$ cat src/usbps_consts.vh
// usbps_consts.vh: offsets, codes, reset values and timing of the usb
// port path selector. Included by every design file of the block.
`ifndef USBPS_CONSTS_VH
`define USBPS_CONSTS_VH

// register offsets on the serial management bus
`define USBPS_REG_SWITCH_CONTROL 8'h02
`define USBPS_REG_MANUAL_PATH 8'h13
`define USBPS_REG_STATUS 8'h0A

// control and path codes
`define USBPS_CTRL_MANUAL 8'h1A
`define USBPS_CTRL_AUTO 8'h1E
`define USBPS_PATH_UART 8'h6C

// reset values
`define USBPS_CTRL_RESET 8'h1E
`define USBPS_PATH_RESET 8'h00

// serial slave address, arbitrary value
`define USBPS_SLAVE_ADDR 7'h25

// status register bit positions
`define USBPS_STAT_ATTACHED 0
`define USBPS_STAT_MANUAL 1
`define USBPS_STAT_SETTLED 2

// settle time before the manual path may close
`define USBPS_SETTLE_US 125
`define USBPS_CLK_MHZ 250
`define USBPS_SETTLE_CYCLES (`USBPS_SETTLE_US * `USBPS_CLK_MHZ)

`endif

$ cat src/usbps_path_select.v
// usbps_path_select.v: serial management slave, control registers and
// connector data-line routing of the usb port path selector.
// assumes scl/sda and the attach level are asynchronous pins; the sda wire
// is resolved outside from sda_oe_out (sda_out is always low).
`timescale 1ns/100ps
`include "usbps_consts.vh"

// Operation
// - A usb attach in automatic mode closes the host pair by itself.
// - Writing 1A to register 02 selects manual mode, opening the host pair.
// - Manual mode with code 6C joins uart rx to plus and tx to minus.
// - Writing 1E to register 02 returns to automatic routing.
module usbps_path_select #(
  parameter SETTLE_CYCLES = `USBPS_SETTLE_CYCLES
) (
  input wire clk_in,             // block clock, 250 MHz
  input wire rst_b_in,           // async reset, active low
  input wire scl_in,             // serial clock pin
  input wire sda_in,             // serial data pin level
  output wire sda_out,           // serial data drive value, always low
  output reg sda_oe_out,         // high while pulling sda low
  input wire usb_attach_in,      // usb accessory detected, async level
  output wire host_plus_out,     // connector plus to host usb plus
  output wire host_minus_out,    // connector minus to host usb minus
  output wire uart_rx_plus_out,  // uart receive to connector plus
  output wire uart_tx_minus_out, // uart transmit to connector minus
  output reg attach_seen_out,    // attach signalled to the processor
  output reg manual_mode_out     // manual switching active
);

  localparam [5:0] ST_IDLE = 6'h01;
  localparam [5:0] ST_ADDR = 6'h02;
  localparam [5:0] ST_ACK = 6'h04;
  localparam [5:0] ST_RX = 6'h08;
  localparam [5:0] ST_TX = 6'h10;
  localparam [5:0] ST_RACK = 6'h20;

  reg [2:0] scl_sync;
  reg [2:0] sda_sync;
  reg [1:0] att_sync;
  reg [5:0] state;
  reg [3:0] bit_cnt;
  reg [7:0] shreg;
  reg [7:0] ptr;
  reg ack_on;
  reg is_read;
  reg have_ptr;
  reg wr_stb;
  reg [7:0] wr_addr;
  reg [7:0] wr_data;
  reg [7:0] switch_control;
  reg [7:0] manual_path_select;
  reg enter_manual;
  reg [7:0] rd_data;
  wire scl_s;
  wire sda_s;
  wire scl_rise;
  wire scl_fall;
  wire start_cond;
  wire stop_cond;
  wire [7:0] rx_byte;
  wire settled;

  // index 0 is the first flop; only index 1 reads it
  always @(posedge clk_in or negedge rst_b_in)
  begin
    if (!rst_b_in)
    begin
      scl_sync <= 3'h7;
      sda_sync <= 3'h7;
      att_sync <= 2'h0;
    end
    else
    begin
      scl_sync <= {scl_sync[1:0], scl_in};
      sda_sync <= {sda_sync[1:0], sda_in};
      att_sync <= {att_sync[0], usb_attach_in};
    end
  end

  assign scl_s = scl_sync[1];
  assign sda_s = sda_sync[1];
  assign scl_rise = scl_s & ~scl_sync[2];
  assign scl_fall = ~scl_s & scl_sync[2];
  assign start_cond = scl_s & scl_sync[2] & sda_sync[2] & ~sda_s;
  assign stop_cond = scl_s & scl_sync[2] & ~sda_sync[2] & sda_s;
  assign rx_byte = {shreg[6:0], sda_s};
  assign sda_out = 1'b0;

  // read decode; unmapped offsets read as zero
  always @*
  begin
    case (ptr)
      `USBPS_REG_SWITCH_CONTROL: rd_data = switch_control;
      `USBPS_REG_MANUAL_PATH: rd_data = manual_path_select;
      `USBPS_REG_STATUS:
      begin
        rd_data = 8'h00;
        rd_data[`USBPS_STAT_ATTACHED] = attach_seen_out;
        rd_data[`USBPS_STAT_MANUAL] = manual_mode_out;
        rd_data[`USBPS_STAT_SETTLED] = settled;
      end
      default: rd_data = 8'h00;
    endcase
  end

  // serial slave: address, register pointer, then data bytes
  always @(posedge clk_in or negedge rst_b_in)
  begin
    if (!rst_b_in)
    begin
      state <= ST_IDLE;
      bit_cnt <= 4'h0;
      shreg <= 8'h00;
      ptr <= 8'h00;
      ack_on <= 1'b0;
      is_read <= 1'b0;
      have_ptr <= 1'b0;
      sda_oe_out <= 1'b0;
      wr_stb <= 1'b0;
      wr_addr <= 8'h00;
      wr_data <= 8'h00;
    end
    else
    begin
      wr_stb <= 1'b0;
      if (start_cond)
      begin
        state <= ST_ADDR;
        bit_cnt <= 4'h0;
        have_ptr <= 1'b0;
        ack_on <= 1'b0;
        sda_oe_out <= 1'b0;
      end
      else if (stop_cond)
      begin
        state <= ST_IDLE;
        ack_on <= 1'b0;
        sda_oe_out <= 1'b0;
      end
      else if (scl_rise)
      begin
        case (state)
          ST_ADDR, ST_RX:
          begin
            shreg <= rx_byte;
            bit_cnt <= bit_cnt + 4'h1;
            if (bit_cnt == 4'h7)
            begin
              if (state == ST_ADDR)
              begin
                is_read <= rx_byte[0];
                if (rx_byte[7:1] == `USBPS_SLAVE_ADDR)
                  state <= ST_ACK;
                else
                  state <= ST_IDLE;
              end
              else
              begin
                state <= ST_ACK;
                if (!have_ptr)
                begin
                  ptr <= rx_byte;
                  have_ptr <= 1'b1;
                end
                else
                begin
                  wr_stb <= 1'b1;
                  wr_addr <= ptr;
                  wr_data <= rx_byte;
                  ptr <= ptr + 8'h01;
                end
              end
            end
          end
          ST_TX:
          begin
            bit_cnt <= bit_cnt + 4'h1;
            if (bit_cnt == 4'h7)
              state <= ST_RACK;
          end
          ST_RACK:
          begin
            // a nack from the master ends the read
            if (!sda_s)
            begin
              state <= ST_TX;
              bit_cnt <= 4'h0;
              ptr <= ptr + 8'h01;
            end
            else
              state <= ST_IDLE;
          end
          default: ;
        endcase
      end
      else if (scl_fall)
      begin
        case (state)
          ST_ACK:
          begin
            if (!ack_on)
            begin
              ack_on <= 1'b1;
              sda_oe_out <= 1'b1;
            end
            else
            begin
              ack_on <= 1'b0;
              bit_cnt <= 4'h0;
              if (is_read)
              begin
                state <= ST_TX;
                shreg <= rd_data;
                sda_oe_out <= ~rd_data[7];
              end
              else
              begin
                state <= ST_RX;
                sda_oe_out <= 1'b0;
              end
            end
          end
          ST_TX:
          begin
            if (bit_cnt == 4'h0)
            begin
              shreg <= rd_data;
              sda_oe_out <= ~rd_data[7];
            end
            else
            begin
              shreg <= {shreg[6:0], 1'b0};
              sda_oe_out <= ~shreg[6];
            end
          end
          ST_RACK: sda_oe_out <= 1'b0;
          default: ;
        endcase
      end
    end
  end

  // register writes and mode tracking
  always @(posedge clk_in or negedge rst_b_in)
  begin
    if (!rst_b_in)
    begin
      switch_control <= `USBPS_CTRL_RESET;
      manual_path_select <= `USBPS_PATH_RESET;
      manual_mode_out <= 1'b0;
      enter_manual <= 1'b0;
      attach_seen_out <= 1'b0;
    end
    else
    begin
      enter_manual <= 1'b0;
      attach_seen_out <= att_sync[1];
      if (wr_stb && wr_addr == `USBPS_REG_SWITCH_CONTROL)
      begin
        switch_control <= wr_data;
        // any value other than the manual code returns to automatic
        manual_mode_out <= (wr_data == `USBPS_CTRL_MANUAL);
        enter_manual <= (wr_data == `USBPS_CTRL_MANUAL);
      end
      if (wr_stb && wr_addr == `USBPS_REG_MANUAL_PATH)
        manual_path_select <= wr_data;
    end
  end

  usbps_route #(
    .SETTLE_CYCLES(SETTLE_CYCLES)
  ) u_route (
    .clk_in(clk_in),
    .rst_b_in(rst_b_in),
    .attached_in(attach_seen_out),
    .manual_in(manual_mode_out),
    .enter_manual_in(enter_manual),
    .path_code_in(manual_path_select),
    .host_plus_out(host_plus_out),
    .host_minus_out(host_minus_out),
    .uart_rx_plus_out(uart_rx_plus_out),
    .uart_tx_minus_out(uart_tx_minus_out),
    .settled_out(settled)
  );

endmodule // usbps_path_select

$ cat src/usbps_route.v
// usbps_route.v: switch path decision and manual-mode settle timer.
// assumes synchronised inputs on clk_in and a write strobe one cycle wide.
`timescale 1ns/100ps
`include "usbps_consts.vh"

module usbps_route #(
  parameter SETTLE_CYCLES = `USBPS_SETTLE_CYCLES
) (
  input wire clk_in,            // block clock
  input wire rst_b_in,          // async reset, active low
  input wire attached_in,       // usb accessory present, synchronised
  input wire manual_in,         // manual switching selected
  input wire enter_manual_in,   // pulse: manual code written
  input wire [7:0] path_code_in, // manual path register
  output reg host_plus_out,     // connector plus to host usb plus
  output reg host_minus_out,    // connector minus to host usb minus
  output reg uart_rx_plus_out,  // uart receive to connector plus
  output reg uart_tx_minus_out, // uart transmit to connector minus
  output reg settled_out        // settle time since manual entry elapsed
);

  // counter is 16 bits: settle counts above 65535 are cut on purpose
  localparam [31:0] SETTLE_FULL = SETTLE_CYCLES;
  localparam [15:0] SETTLE_LAST = SETTLE_FULL[15:0] - 16'h0001;

  reg [15:0] settle_cnt;
  wire auto_usb;
  wire manual_uart;

  assign auto_usb = attached_in & ~manual_in;
  // path code is ignored while automatic
  assign manual_uart = manual_in &
    (path_code_in == `USBPS_PATH_UART);

  // status only: software owns the wait before writing the path code
  always @(posedge clk_in or negedge rst_b_in)
  begin
    if (!rst_b_in)
    begin
      settle_cnt <= 16'h0000;
      settled_out <= 1'b0;
    end
    else if (enter_manual_in)
    begin
      settle_cnt <= 16'h0000;
      settled_out <= 1'b0;
    end
    else if (manual_in && !settled_out)
    begin
      if (settle_cnt >= SETTLE_LAST)
        settled_out <= 1'b1;
      settle_cnt <= settle_cnt + 16'h0001;
    end
  end

  // manual entry with any other code opens every path
  always @(posedge clk_in or negedge rst_b_in)
  begin
    if (!rst_b_in)
    begin
      host_plus_out <= 1'b0;
      host_minus_out <= 1'b0;
      uart_rx_plus_out <= 1'b0;
      uart_tx_minus_out <= 1'b0;
    end
    else
    begin
      host_plus_out <= auto_usb;
      host_minus_out <= auto_usb;
      uart_rx_plus_out <= manual_uart;
      uart_tx_minus_out <= manual_uart;
    end
  end

endmodule // usbps_route
$ cat config.mk
export PLATFORM = sky130hd
export DESIGN_NAME = usbps_path_select
export DESIGN_NICKNAME = d
export VERILOG_FILES = /design/src/usbps_path_select.v /design/src/usbps_route.v
export VERILOG_INCLUDE_DIRS = /design/src
export SDC_FILE = /design/constraint.sdc
export NUM_CORES = 1
export LEC_CHECK = 0
export BUFFER_PORTS_ARGS = -buffer_cell sky130_fd_sc_hd__buf_2
export CAP_MARGIN = 20
export CORE_UTILIZATION = 50
export CTS_CLUSTER_DIAMETER = 50
export DETAILED_ROUTE_END_ITERATION = 6
export HOLD_SLACK_MARGIN = 0.08
export PLACE_DENSITY = 0.73
export SLEW_MARGIN = 20
export SYNTH_ARGS = -nofsm -noshare
export SYNTH_HDL_FRONTEND = slang
export SYNTH_HIERARCHICAL = 1
export SYNTH_SLANG_ARGS = --single-unit
export TNS_END_PERCENT = 1
$ cat constraint.sdc
create_clock -name clk_in -period 7 [get_ports clk_in]
set_clock_uncertainty 0.1 [all_clocks]
set_input_delay 0.35 -clock clk_in [delete_from_list [all_inputs] [get_ports clk_in]]
set_output_delay 0.35 -clock clk_in [all_outputs]
set_load 0.03 [all_outputs]
# Word-level counts from Yosys, hierarchy flattened

Cells that the tools add are included.

Equality and inequality tests: 28
Add/subtract/negate cells: 3
Bitwise logic cells: 19
Magnitude comparators: 1
Multiplexer cells: 67
Reduce and logical (&&, ||, !) cells: 34

Operators by type and width:

| kind                                                                                   | count |
|---|---|
| 6-bit two-way mux                                                                      | 9 |
| 7-bit two-way mux                                                                      | 6 |
| 16-bit two-way mux                                                                     | 2 |
| 8-bit two-way mux                                                                      | 4 |
| 1-bit two-way mux                                                                      | 30 |
| 4-bit two-way mux                                                                      | 7 |
| 8-bit by 5-bit equality test with 1-bit output (second input constant)                 | 3 |
| 8-bit one-hot mux with 3 select lines                                                  | 1 |
| 7-bit AND reduction                                                                    | 3 |
| 6-bit one-hot mux with 3 select lines                                                  | 1 |
| 6-bit AND reduction                                                                    | 3 |
| 3-bit nonzero test                                                                     | 6 |
| 16-bit by 1-bit adder with 16-bit output (second input constant)                       | 1 |
| 8-bit by 2-bit equality test with 1-bit output (second input constant)                 | 2 |
| 16-bit by 15-bit greater-or-equal comparator with 1-bit output (second input constant) | 1 |
| 8-bit one-hot mux with 2 select lines                                                  | 1 |
| 7-bit one-hot mux with 2 select lines                                                  | 1 |
| 2-bit nonzero test                                                                     | 7 |
| 4-bit nonzero test                                                                     | 3 |
| 5-bit two-way mux                                                                      | 2 |
| 2-bit inequality test (second input constant)                                          | 5 |
| 5-bit inequality test (second input constant)                                          | 2 |
| 1-bit inverter                                                                         | 10 |
| 1-bit bitwise AND                                                                      | 9 |
| other kinds (29)                                                                       | 33 |

Word-level logic and storage cells: 175
Register bits after elaboration: 92
Output and inout port bits: 8

# Depth between registers and ports, before layout

Gate-level depths: netlist of the first run.

Word-level depth: 10
Mapped depth: 8
Mapped depth without buffers: 7

# Modules after synthesis

The synthesis of the first run kept the hierarchy.

By module, submodules not included:

| module            | sequential area each (um2) | cells each | times used | area an instance (um2) |
|---|---|---|---|---|
| usbps_path_select | 1840.5                     | 321        | 1          | 3622.2 |
| usbps_route       | 475.5                      | 110        | 1          | 1023.5 |

# Worst setup path before layout of the first run

OpenSTA, ideal clock, no wires.

Path type: reg-to-reg
Start point: register scl_sync[1]
End point: register state[2]
Arrival: 2354 ps
Clock period less this slack: 2579 ps
Cell stages (with the launch flop): 7
Slack: 4421 ps
Required time: 6775 ps
Cells stage by stage: dfstp_2 inv_1 ha_1 or4b_2 o22ai_1 o32a_1 mux2_2

Longest elaborated chain between the ends: 5
Elaborated cells on any way between the ends: 18
Classes of those cells: eq/ne: 3; mux: 3; bitwise: 8; reduce/logical: 4

RTL lines:

| element                                                                                  | line                                           | text |
|---|---|---|
| start, declared                                                                          | usbps_path_select.v:38                         | `reg [2:0] scl_sync;` |
| start signal, assigned                                                                   | usbps_path_select.v:75                         | `scl_sync <= {scl_sync[1:0], scl_in};` |
| 1-bit bitwise AND                                                                        | usbps_path_select.v:85, usbps_path_select.v:86 |  |
| 1-bit bitwise AND (on tied branches) (2 in series)                                       | usbps_path_select.v:85, usbps_path_select.v:86 |  |
| 6-bit by 1-bit inequality test with 1-bit output (no line), or another cell as far along | n/a                                            |  |
| 6-bit AND reduction (no line) or 6-bit two-way mux (tied branches)                       | n/a                                            |  |
| end signal, assigned                                                                     | usbps_path_select.v:112                        | `state <= ST_IDLE;` |
| end signal, assigned                                                                     | usbps_path_select.v:129                        | `state <= ST_ADDR;` |
| end signal, assigned                                                                     | usbps_path_select.v:137                        | `state <= ST_IDLE;` |
| end, declared                                                                            | usbps_path_select.v:41                         | `reg [5:0] state;` |

Several ways; a longest one is shown, not always the timed one.
A chain may end at the register's enable or synchronous reset.

# Worst setup path in the final report of the first run

Start point: register scl_sync[1]
End point: register wr_data[7]

Longest elaborated chain between the ends: 5
Elaborated cells on any way between the ends: 9
Classes of those cells: bitwise: 8; reduce/logical: 1

RTL lines:

| element                                            | line                                           | text |
|---|---|---|
| 1-bit bitwise AND                                  | usbps_path_select.v:85, usbps_path_select.v:86 |  |
| 1-bit bitwise AND (on tied branches) (2 in series) | usbps_path_select.v:86, usbps_path_select.v:85 |  |
| 1-bit inverter (no line)                           | n/a                                            |  |
| 7-bit AND reduction (no line) (*)                  | n/a                                            |  |
| end signal, assigned                               | usbps_path_select.v:170                        | `wr_data <= rx_byte;` |
| end, declared                                      | usbps_path_select.v:50                         | `reg [7:0] wr_data;` |

Mark *: on every way between the ends. The rest lies on a longest branch, timed or not.

==> impl_metrics.py, run 1 <==
metrics = {
    "yosys": {
        "ys_ff_latch": 92,
        "syn_area_um2": 4646,
        "synth_top_cell_by_area": "dfrtp_1",
        "synth_top_area_frac": 0.4363,
        "avgSynthCellArea_um2": 10.78,
        "yosys.cell_types.count": 62,
        "synthCells": 431,
        "async_reset_ff_frac": 1.000,
        "ys_top_cells_by_area": "dfrtp_1, mux2_2, dfstp_2",
        "syn_nets": 446,
        "synth_flop_cell": "dfrtp_1",
        "synth_warnings": 6,
        "synth_edf_count": 0,
        "yosysSeqAreaShare": 0.4985,
    },
    "clock_tree": {
        "clk_latency_ns": 0.36,
        "htreeDepth": 3,
        "cts.clk_slew.worst_paths_ns": 0.10,
        "root_buffer": "clkbuf_8",
        "cts_tree": "built",
        "cts_setup_buffers": 0,
        "numCtsBuffers": 9,
        "cts_sinks": 92,
        "clockBufferDepth": 2,
    },
    "floorplan": {
        "fp.dieW_um": 98.39,
        "start_util": 0.5250,
        "core_um2": 8848,
        "rows": 34,
        "die_area_um2": 9681,
        "pin_count": 13,
        "die_height_um": 98.39,
    },
    "layout": {
        "final_util": 0.5703,
        "n_antenna_cell": 0,
        "drive_gt1_frac": 0.2277,
        "syn_to_final_growth_pct": 8.618,
        "fin_area_um2": 5046,
        "layout.nets": 458,
    },
    "worst_setup_path": {
        "r2r_start": "scl_sync[1]",
        "rrSetupSlack_ns": 3.96,
        "slowest_delay_ns": 0.80,
        "worstPathCellList": "ha_1, inv_1, a21oi_1, nand4_1, mux2_2",
        "crit_path_end_kind": "register",
        "reg2regPathDepth": 5,
        "path_buf_inv": 1,
        "path_class": "register to register",
        "start_kind": "register",
        "cpMaxStageDelayCell": "nand4_1",
        "worstPathArrival_ns": 3.18,
        "critical_path.top_delay_family": "simple AND/OR/NAND/NOR gates",
        "worstPathRequired_ns": 7.14,
        "cp_max_fo": 17,
        "r2r-end": "wr_data[7]",
    },
    "sta": {
        "rsz0062_at_grt": "no",
        "finalCritPeriodShare": 0.4347,
        "setup_viol": 0,
        "finalHoldViolCount": 0,
        "fmax_mhz": 328.6,
        "fin_crit_ns": 3.043,
        "relSlewSlack": 0.3839,
        "tns_ns": 0,
        "worst_pin_slew_ns": 0.9214,
        "report.final.slew_viol_count": 0,
    },
    "placement": {
        "portBuffers": 11,
        "placed_cell_area_um2": 4781,
        "gp_congestion": 0.9115,
        "dp_hpwl_mm": 6.734,
    },
    "worst_hold_path": {
        "worstHoldPathCells": 0,
        "min-delay-start": "att_sync[1]",
        "hold_path_class": "register to register",
        "holdPathEnd": "attach_seen_out",
    },
    "pwr": {
        "power_mw": 1.054,
        "peakVddDrop_mv": 0.1403,
        "power_leakage_nw": 2.228,
        "power.density_nw_per_um2": 208.9,
    },
    "run": {
        "maxCapViolCount": 0,
    },
    "route": {
        "route.antenna.remaining_nets": 0,
        "vias_per_cell": 6.088,
        "drt-initial-drc-count": 198,
        "wl_per_cell_um": 17.07,
        "drc": 0,
        "routed_wl_mm": 9.490,
        "vias": 3385,
        "drt_first_pass_iters": 5,
    },
    "status": {
        "status": "completed",
    },
    "global_route": {
        "grt_use_total": 0.2128,
        "grt_pass1_wl_mm": 16.24,
        "grt_max_degree": 69,
        "grt_pass1_vias": 3328,
        "antenna_found_initial": 0,
        "grt_overflow": 0,
    },
}
cell type report:
cell class / count / area, um2
Clock buffer: 10 / 127.6
Fill cell: 742 / 3802
Inverter: 16 / 60.06
Clock inverter: 6 / 97.59
Timing Repair Buffer: 16 / 105.1
Sequential cell: 92 / 2316
Tap cell: 108 / 135.1
Multi-Input combinational cell: 308 / 2205
cells in the final DEF, fill, tap and decap left out, types with 3 or more instances in the layout:
master,instances
dfrtp_1,81
mux2_2,49
nor2_1,35
nand2_1,29
o21ai_0,22
a21oi_1,19
inv_1,16
nand3_1,14
dfstp_2,11
ha_1,10
buf_2,10
xnor2_1,9
clkbuf_8,9
nand4_1,8
nor3_1,8
nor4_1,6
nand2b_1,6
a32oi_1,6
a2bb2oi_1,6
or4_1,5
xor2_1,4
or3_1,4
nor2b_1,4
mux2i_1,4
or2_2,4
and3_1,4
dlygate4sd3_1,4
nor4b_1,3
o2bb2ai_1,3
nand3b_1,3
o22ai_1,3
o211ai_1,3
a31o_2,3
synth_stat cells (all sizes together) (8+ instances only):
cell / count
dfrtp: 81
mux2: 49
nor2: 35
nand2: 29
o21ai: 22
a21oi: 19
inv: 16
nand3: 14
dfstp: 11
clkbuf: 10
ha: 10
nand4: 9
nor3: 9
xnor2: 9
nor4: 8
worst register-to-register path, cell delays in order (launching register included):
cell	delay [ns]
dfstp_2	0.57
ha_1	0.40
inv_1	0.16
a21oi_1	0.32
nand4_1	0.80
mux2_2	0.58
stage by stage:
stage / cells / setup WS, ns / hold slack [ns]
2_1_floorplan: 431 / 4.421 / -0.04559
3_3_place_gp: 536 / 4.125 / 0.1670
3_5_place_dp: 536 / 4.026 / 0.1719
4_1_cts: 556 / 3.976 / 0.2583
5_1_grt: 556 / 3.766 / 0.2611
6_report: 556 / 3.957 / 0.2565
layer usage:
metal  vias up  wire [um]  GRT usage
met4         0        193    0.07348
met1      1683       4340     0.2910
met5         -          0          0
met2        75       4564     0.3418
li1       1608          -          -
met3        19        392    0.04009
sequential cells by signal, indices dropped and copies added (netlist names), 2 cells and up:
signal,cells
u_route/settle_cnt,16
wr_addr,8
scl_sync,3
shreg,7
wr_data,8
att_sync,2
switch_control,8
ptr,8
manual_path_select,8
bit_cnt,4
sda_sync,3
state,6
timing repair:
| item | in CTS | in global routing |
|---|---|---|
| gates resized for setup | 0 | 0 |
| hold buffers | 4 | 0 |
| endpoints found under the hold margin | 27 | 0 |
logic make-up after synthesis:
logic type / share of synthesized area
other: 0.0008072
xor gates and xnor gates: 0.02451
DFF: 0.4985
buffers and inverters: 0.02774
AOI/OAI and AO/OA: 0.1177
adders and majority gates: 0.02693
and+or+nand+nor: 0.1764
muxes: 0.1274
worst max path at each step:
| stage | startpoint | to | cells after the start | slack, ns |
|---|---|---|---|---|
| after floorplan | scl_sync[1] | state[2] | 6 | 4.42 |
| after CTS | scl_sync[1] | wr_data[7] | 5 | 3.98 |
| after global placement | scl_sync[1] | wr_data[2] | 5 | 4.13 |
| final | scl_sync[1] | wr_data[7] | 5 | 3.96 |
| after global routing | scl_sync[1] | wr_data[7] | 5 | 3.77 |
| after detailed placement | scl_sync[1] | wr_data[7] | 5 | 4.03 |
power breakdown:
group          switching (mW)  internal, mW
clock network           0.195         0.206
registers              0.0159         0.547
logic                  0.0576        0.0323
Note: power is estimated with default switching activity, not from simulation.
==> run 2: changes to the inputs <==
--- a/config.mk
+++ b/config.mk
@@ -6,13 +6,14 @@
 export SDC_FILE = /design/constraint.sdc
 export NUM_CORES = 1
 export LEC_CHECK = 0
+export ABC_AREA = 1
 export BUFFER_PORTS_ARGS = -buffer_cell sky130_fd_sc_hd__buf_2
 export CAP_MARGIN = 20
 export CORE_UTILIZATION = 50
 export CTS_CLUSTER_DIAMETER = 50
 export DETAILED_ROUTE_END_ITERATION = 6
 export HOLD_SLACK_MARGIN = 0.08
-export PLACE_DENSITY = 0.73
+export PLACE_DENSITY = 0.76
 export SLEW_MARGIN = 20
 export SYNTH_ARGS = -nofsm -noshare
 export SYNTH_HDL_FRONTEND = slang
==> constraint.sdc (replaced) <==
create_clock -name clk_in -period 2.7 [get_ports clk_in]
set_clock_uncertainty 0.1 [all_clocks]
set_input_delay 0.135 -clock clk_in [delete_from_list [all_inputs] [get_ports clk_in]]
set_output_delay 0.135 -clock clk_in [all_outputs]
set_load 0.03 [all_outputs]
==> impl_metrics.py, run 2 <==
metrics = {
    "global_route": {
        "grt_use_met1": 0.2812,
        "grt_max_degree": 58,
        "grt_pass1_vias": 4197,
        "grt_overflow": 0,
        "antenna_found_initial": 0,
        "grtUsageMet2": 0.3776,
        "grt_pass1_wl_mm": 19.69,
        "grt_use_total": 0.2259,
        "busiest_layer": "met2",
        "grt_use_met3": 0.05601,
    },
    "layout": {
        "largest_reg_flops": 16,
        "final_cell_mix": "nand2_1, inv_1, dfrtp_1, nor2_1, nand3_1",
        "top_register": "u_route/settle_cnt",
        "final_common_cell": "nand2_1",
        "n_antenna_cell": 0,
        "syn_to_final_growth_pct": 7.768,
        "layout.nets": 695,
        "final_util": 0.5640,
        "instances_no_fill": 818,
        "drive_gt1_frac": 0.1533,
    },
    "yosys": {
        "syn_nets": 681,
        "ys_top_cells_by_area": "dfrtp_1, nand2_1, inv_1",
        "synth_edf_count": 0,
        "yosysMostFrequentCell": "nand2_1",
        "yosys.cell_types.count": 42,
        "synth_top_cell_by_area": "dfrtp_1",
        "synth_top_family_by_area": "simple AND/OR/NAND/NOR gates",
        "synth_common_cells": "nand2_1, inv_1, dfrtp_1",
        "synth_mux_area_frac": 0,
        "async_reset_ff_frac": 1.000,
        "synthAdderAreaFrac": 0.02413,
        "yosysSeqAreaShare": 0.4466,
        "synthSimpleGateAreaFrac": 0.3491,
        "synthCells": 666,
        "synth_xor_area_frac": 0.005066,
        "ys_ff_latch": 92,
        "synth-compound-area-share": 0.08854,
        "synth_top_area_frac": 0.3908,
        "synth_flop_cell": "dfrtp_1",
        "avgSynthCellArea_um2": 7.787,
        "synth_warnings": 6,
        "syn_area_um2": 5186,
    },
    "route": {
        "wl_per_cell_um": 14.05,
        "drt_first_pass_iters": 5,
        "drt-initial-drc-count": 246,
        "routed_wl_mm": 11.49,
        "vias": 4340,
        "route.antenna.remaining_nets": 0,
        "vias_per_cell": 5.306,
        "drc": 0,
    },
    "sta": {
        "finalCritPeriodShare": 0.7996,
        "layout_setup_ws_ns": 0.5411,
        "relSlewSlack": 0.6584,
        "worst_pin_slew_ns": 0.5112,
        "finalHoldViolCount": 0,
        "fin_crit_ns": 2.159,
        "report.final.slew_viol_count": 0,
        "setup_viol": 0,
        "rsz0062_at_grt": "no",
        "tns_ns": 0,
        "worst_hold_slack_ns": 0.1456,
        "fmax_mhz": 463.2,
    },
    "floorplan": {
        "fp.dieW_um": 103.8,
        "pin_count": 13,
        "rows": 36,
        "start_util": 0.5234,
        "die_area_um2": 10780,
        "core_um2": 9910,
        "die_height_um": 103.8,
    },
    "worst_setup_path": {
        "cp_max_fo": 13,
        "crit_path_end_kind": "register",
        "start_kind": "register",
        "worstPathRequired_ns": 2.92,
        "path_class": "register to register",
        "worstPathArrival_ns": 2.38,
    },
    "clock_tree": {
        "root_buffer": "clkbuf_8",
        "clockBufferDepth": 2,
        "cts_setup_buffers": 0,
        "post_cts_resized": 0,
        "clk_latency_ns": 0.38,
        "cts_sinks": 92,
        "htreeDepth": 3,
        "numCtsBuffers": 9,
        "cts_tree": "built",
        "cts.clk_slew.worst_paths_ns": 0.10,
    },
    "placement": {
        "gp_congestion": 0.9261,
        "portBuffers": 11,
        "dp_hpwl_mm": 8.468,
        "dpl_worst_slack_ns": 0.6040,
        "place_inst": 798,
    },
    "pwr": {
        "peakVddDrop_mv": 0.3656,
        "power_leakage_nw": 2.646,
        "power.density_nw_per_um2": 555.3,
    },
    "status": {
        "status": "completed",
    },
    "worst_hold_path": {
        "hold_path_class": "primary input to asynchronous set/reset pin",
    },
    "run": {
        "maxCapViolCount": 0,
    },
}
-- run 2: changes by cell type after synthesis, sizes merged, moves of 6 or more --
cell     previous run  this run
a32oi               6         0
clkbuf             10         4
mux2               49         0
o21ai              22        65
xnor2               9         1
inv                16        90
nand2              29       181
nor2               35        92
a2bb2oi             6         0
nand2b              6         0
nand3              14        65
-- run 2: through the flow --
step / power [mW] / area, um2
6_report: 3.104 / 5589
5_1_grt: 3.265 / 5589
4_1_cts: 3.118 / 5589
3_5_place_dp: 2.147 / 5344
3_3_place_gp: 2.127 / 5344
2_1_floorplan: 1.981 / 5186
-- run 2: final cells by class --
class / instances / area [um2]
clock buffers: 9 / 123.9
inverters: 92 / 351.6
multi-input cells: 468 / 2425
well taps: 133 / 166.4
fillers: 895 / 4320
flip-flops and latches: 92 / 2316
repair buffers: 17 / 125.1
clock inverters: 7 / 81.33
-- run 2: worst max-delay path, stage by stage, from the launching register on --
cell	delay, ns
dfstp_2	0.56
inv_1	0.04
ha_1	0.29
inv_2	0.29
a21oi_1	0.15
a21oi_2	0.21
nand2_1	0.17
nand2_2	0.16
nand2_1	0.06
nand2_1	0.06
-- run 2: final timing paths --
check                             from              end  slack, ns  depth (start not counted)
setup / recovery           scl_sync[2]         state[0]       0.54                          9
max in group asynchronous     rst_b_in      scl_sync[1]       1.64                          3
hold / removal                rst_b_in       wr_addr[7]       0.15                          2
min in group clk_in        att_sync[1]  attach_seen_out       0.26                          0
setup reg to reg           scl_sync[2]         state[0]       0.54                          9
hold reg to reg            att_sync[1]  attach_seen_out       0.26                          0
-- run 2: routing by layer --
| metal | share of wire | vias up |
|---|---|---|
| met5 | 0 | - |
| met4 | 0.029 | 0 |
| met3 | 0.043 | 32 |
| met2 | 0.49 | 97 |
| met1 | 0.44 | 2074 |
| li1 | - | 2137 |
-- run 2: what timing repair did --
item	in CTS	in global routing
hold buffers	4	0
setup endpoints to repair	0	0
endpoints found under the hold margin	76	0
-- run 2: logic make-up after synthesis --
family                     after synthesis
and+or+nand+nor                        370
other                                    1
AOI/OAI and AO/OA                       84
DFF                                     92
adders and majority gates               10
xor gates and xnor gates                 3
buffers and inverters                  106
-- run 2: where the power goes --
| part | leakage, nW | switching (mW) | internal [mW] |
|---|---|---|---|
| clock | 0.101 | 0.531 | 0.442 |
| sequential | 1.22 | 0.103 | 1.47 |
| combinational | 1.32 | 0.386 | 0.168 |
| total | 2.65 | 1.02 | 2.08 |
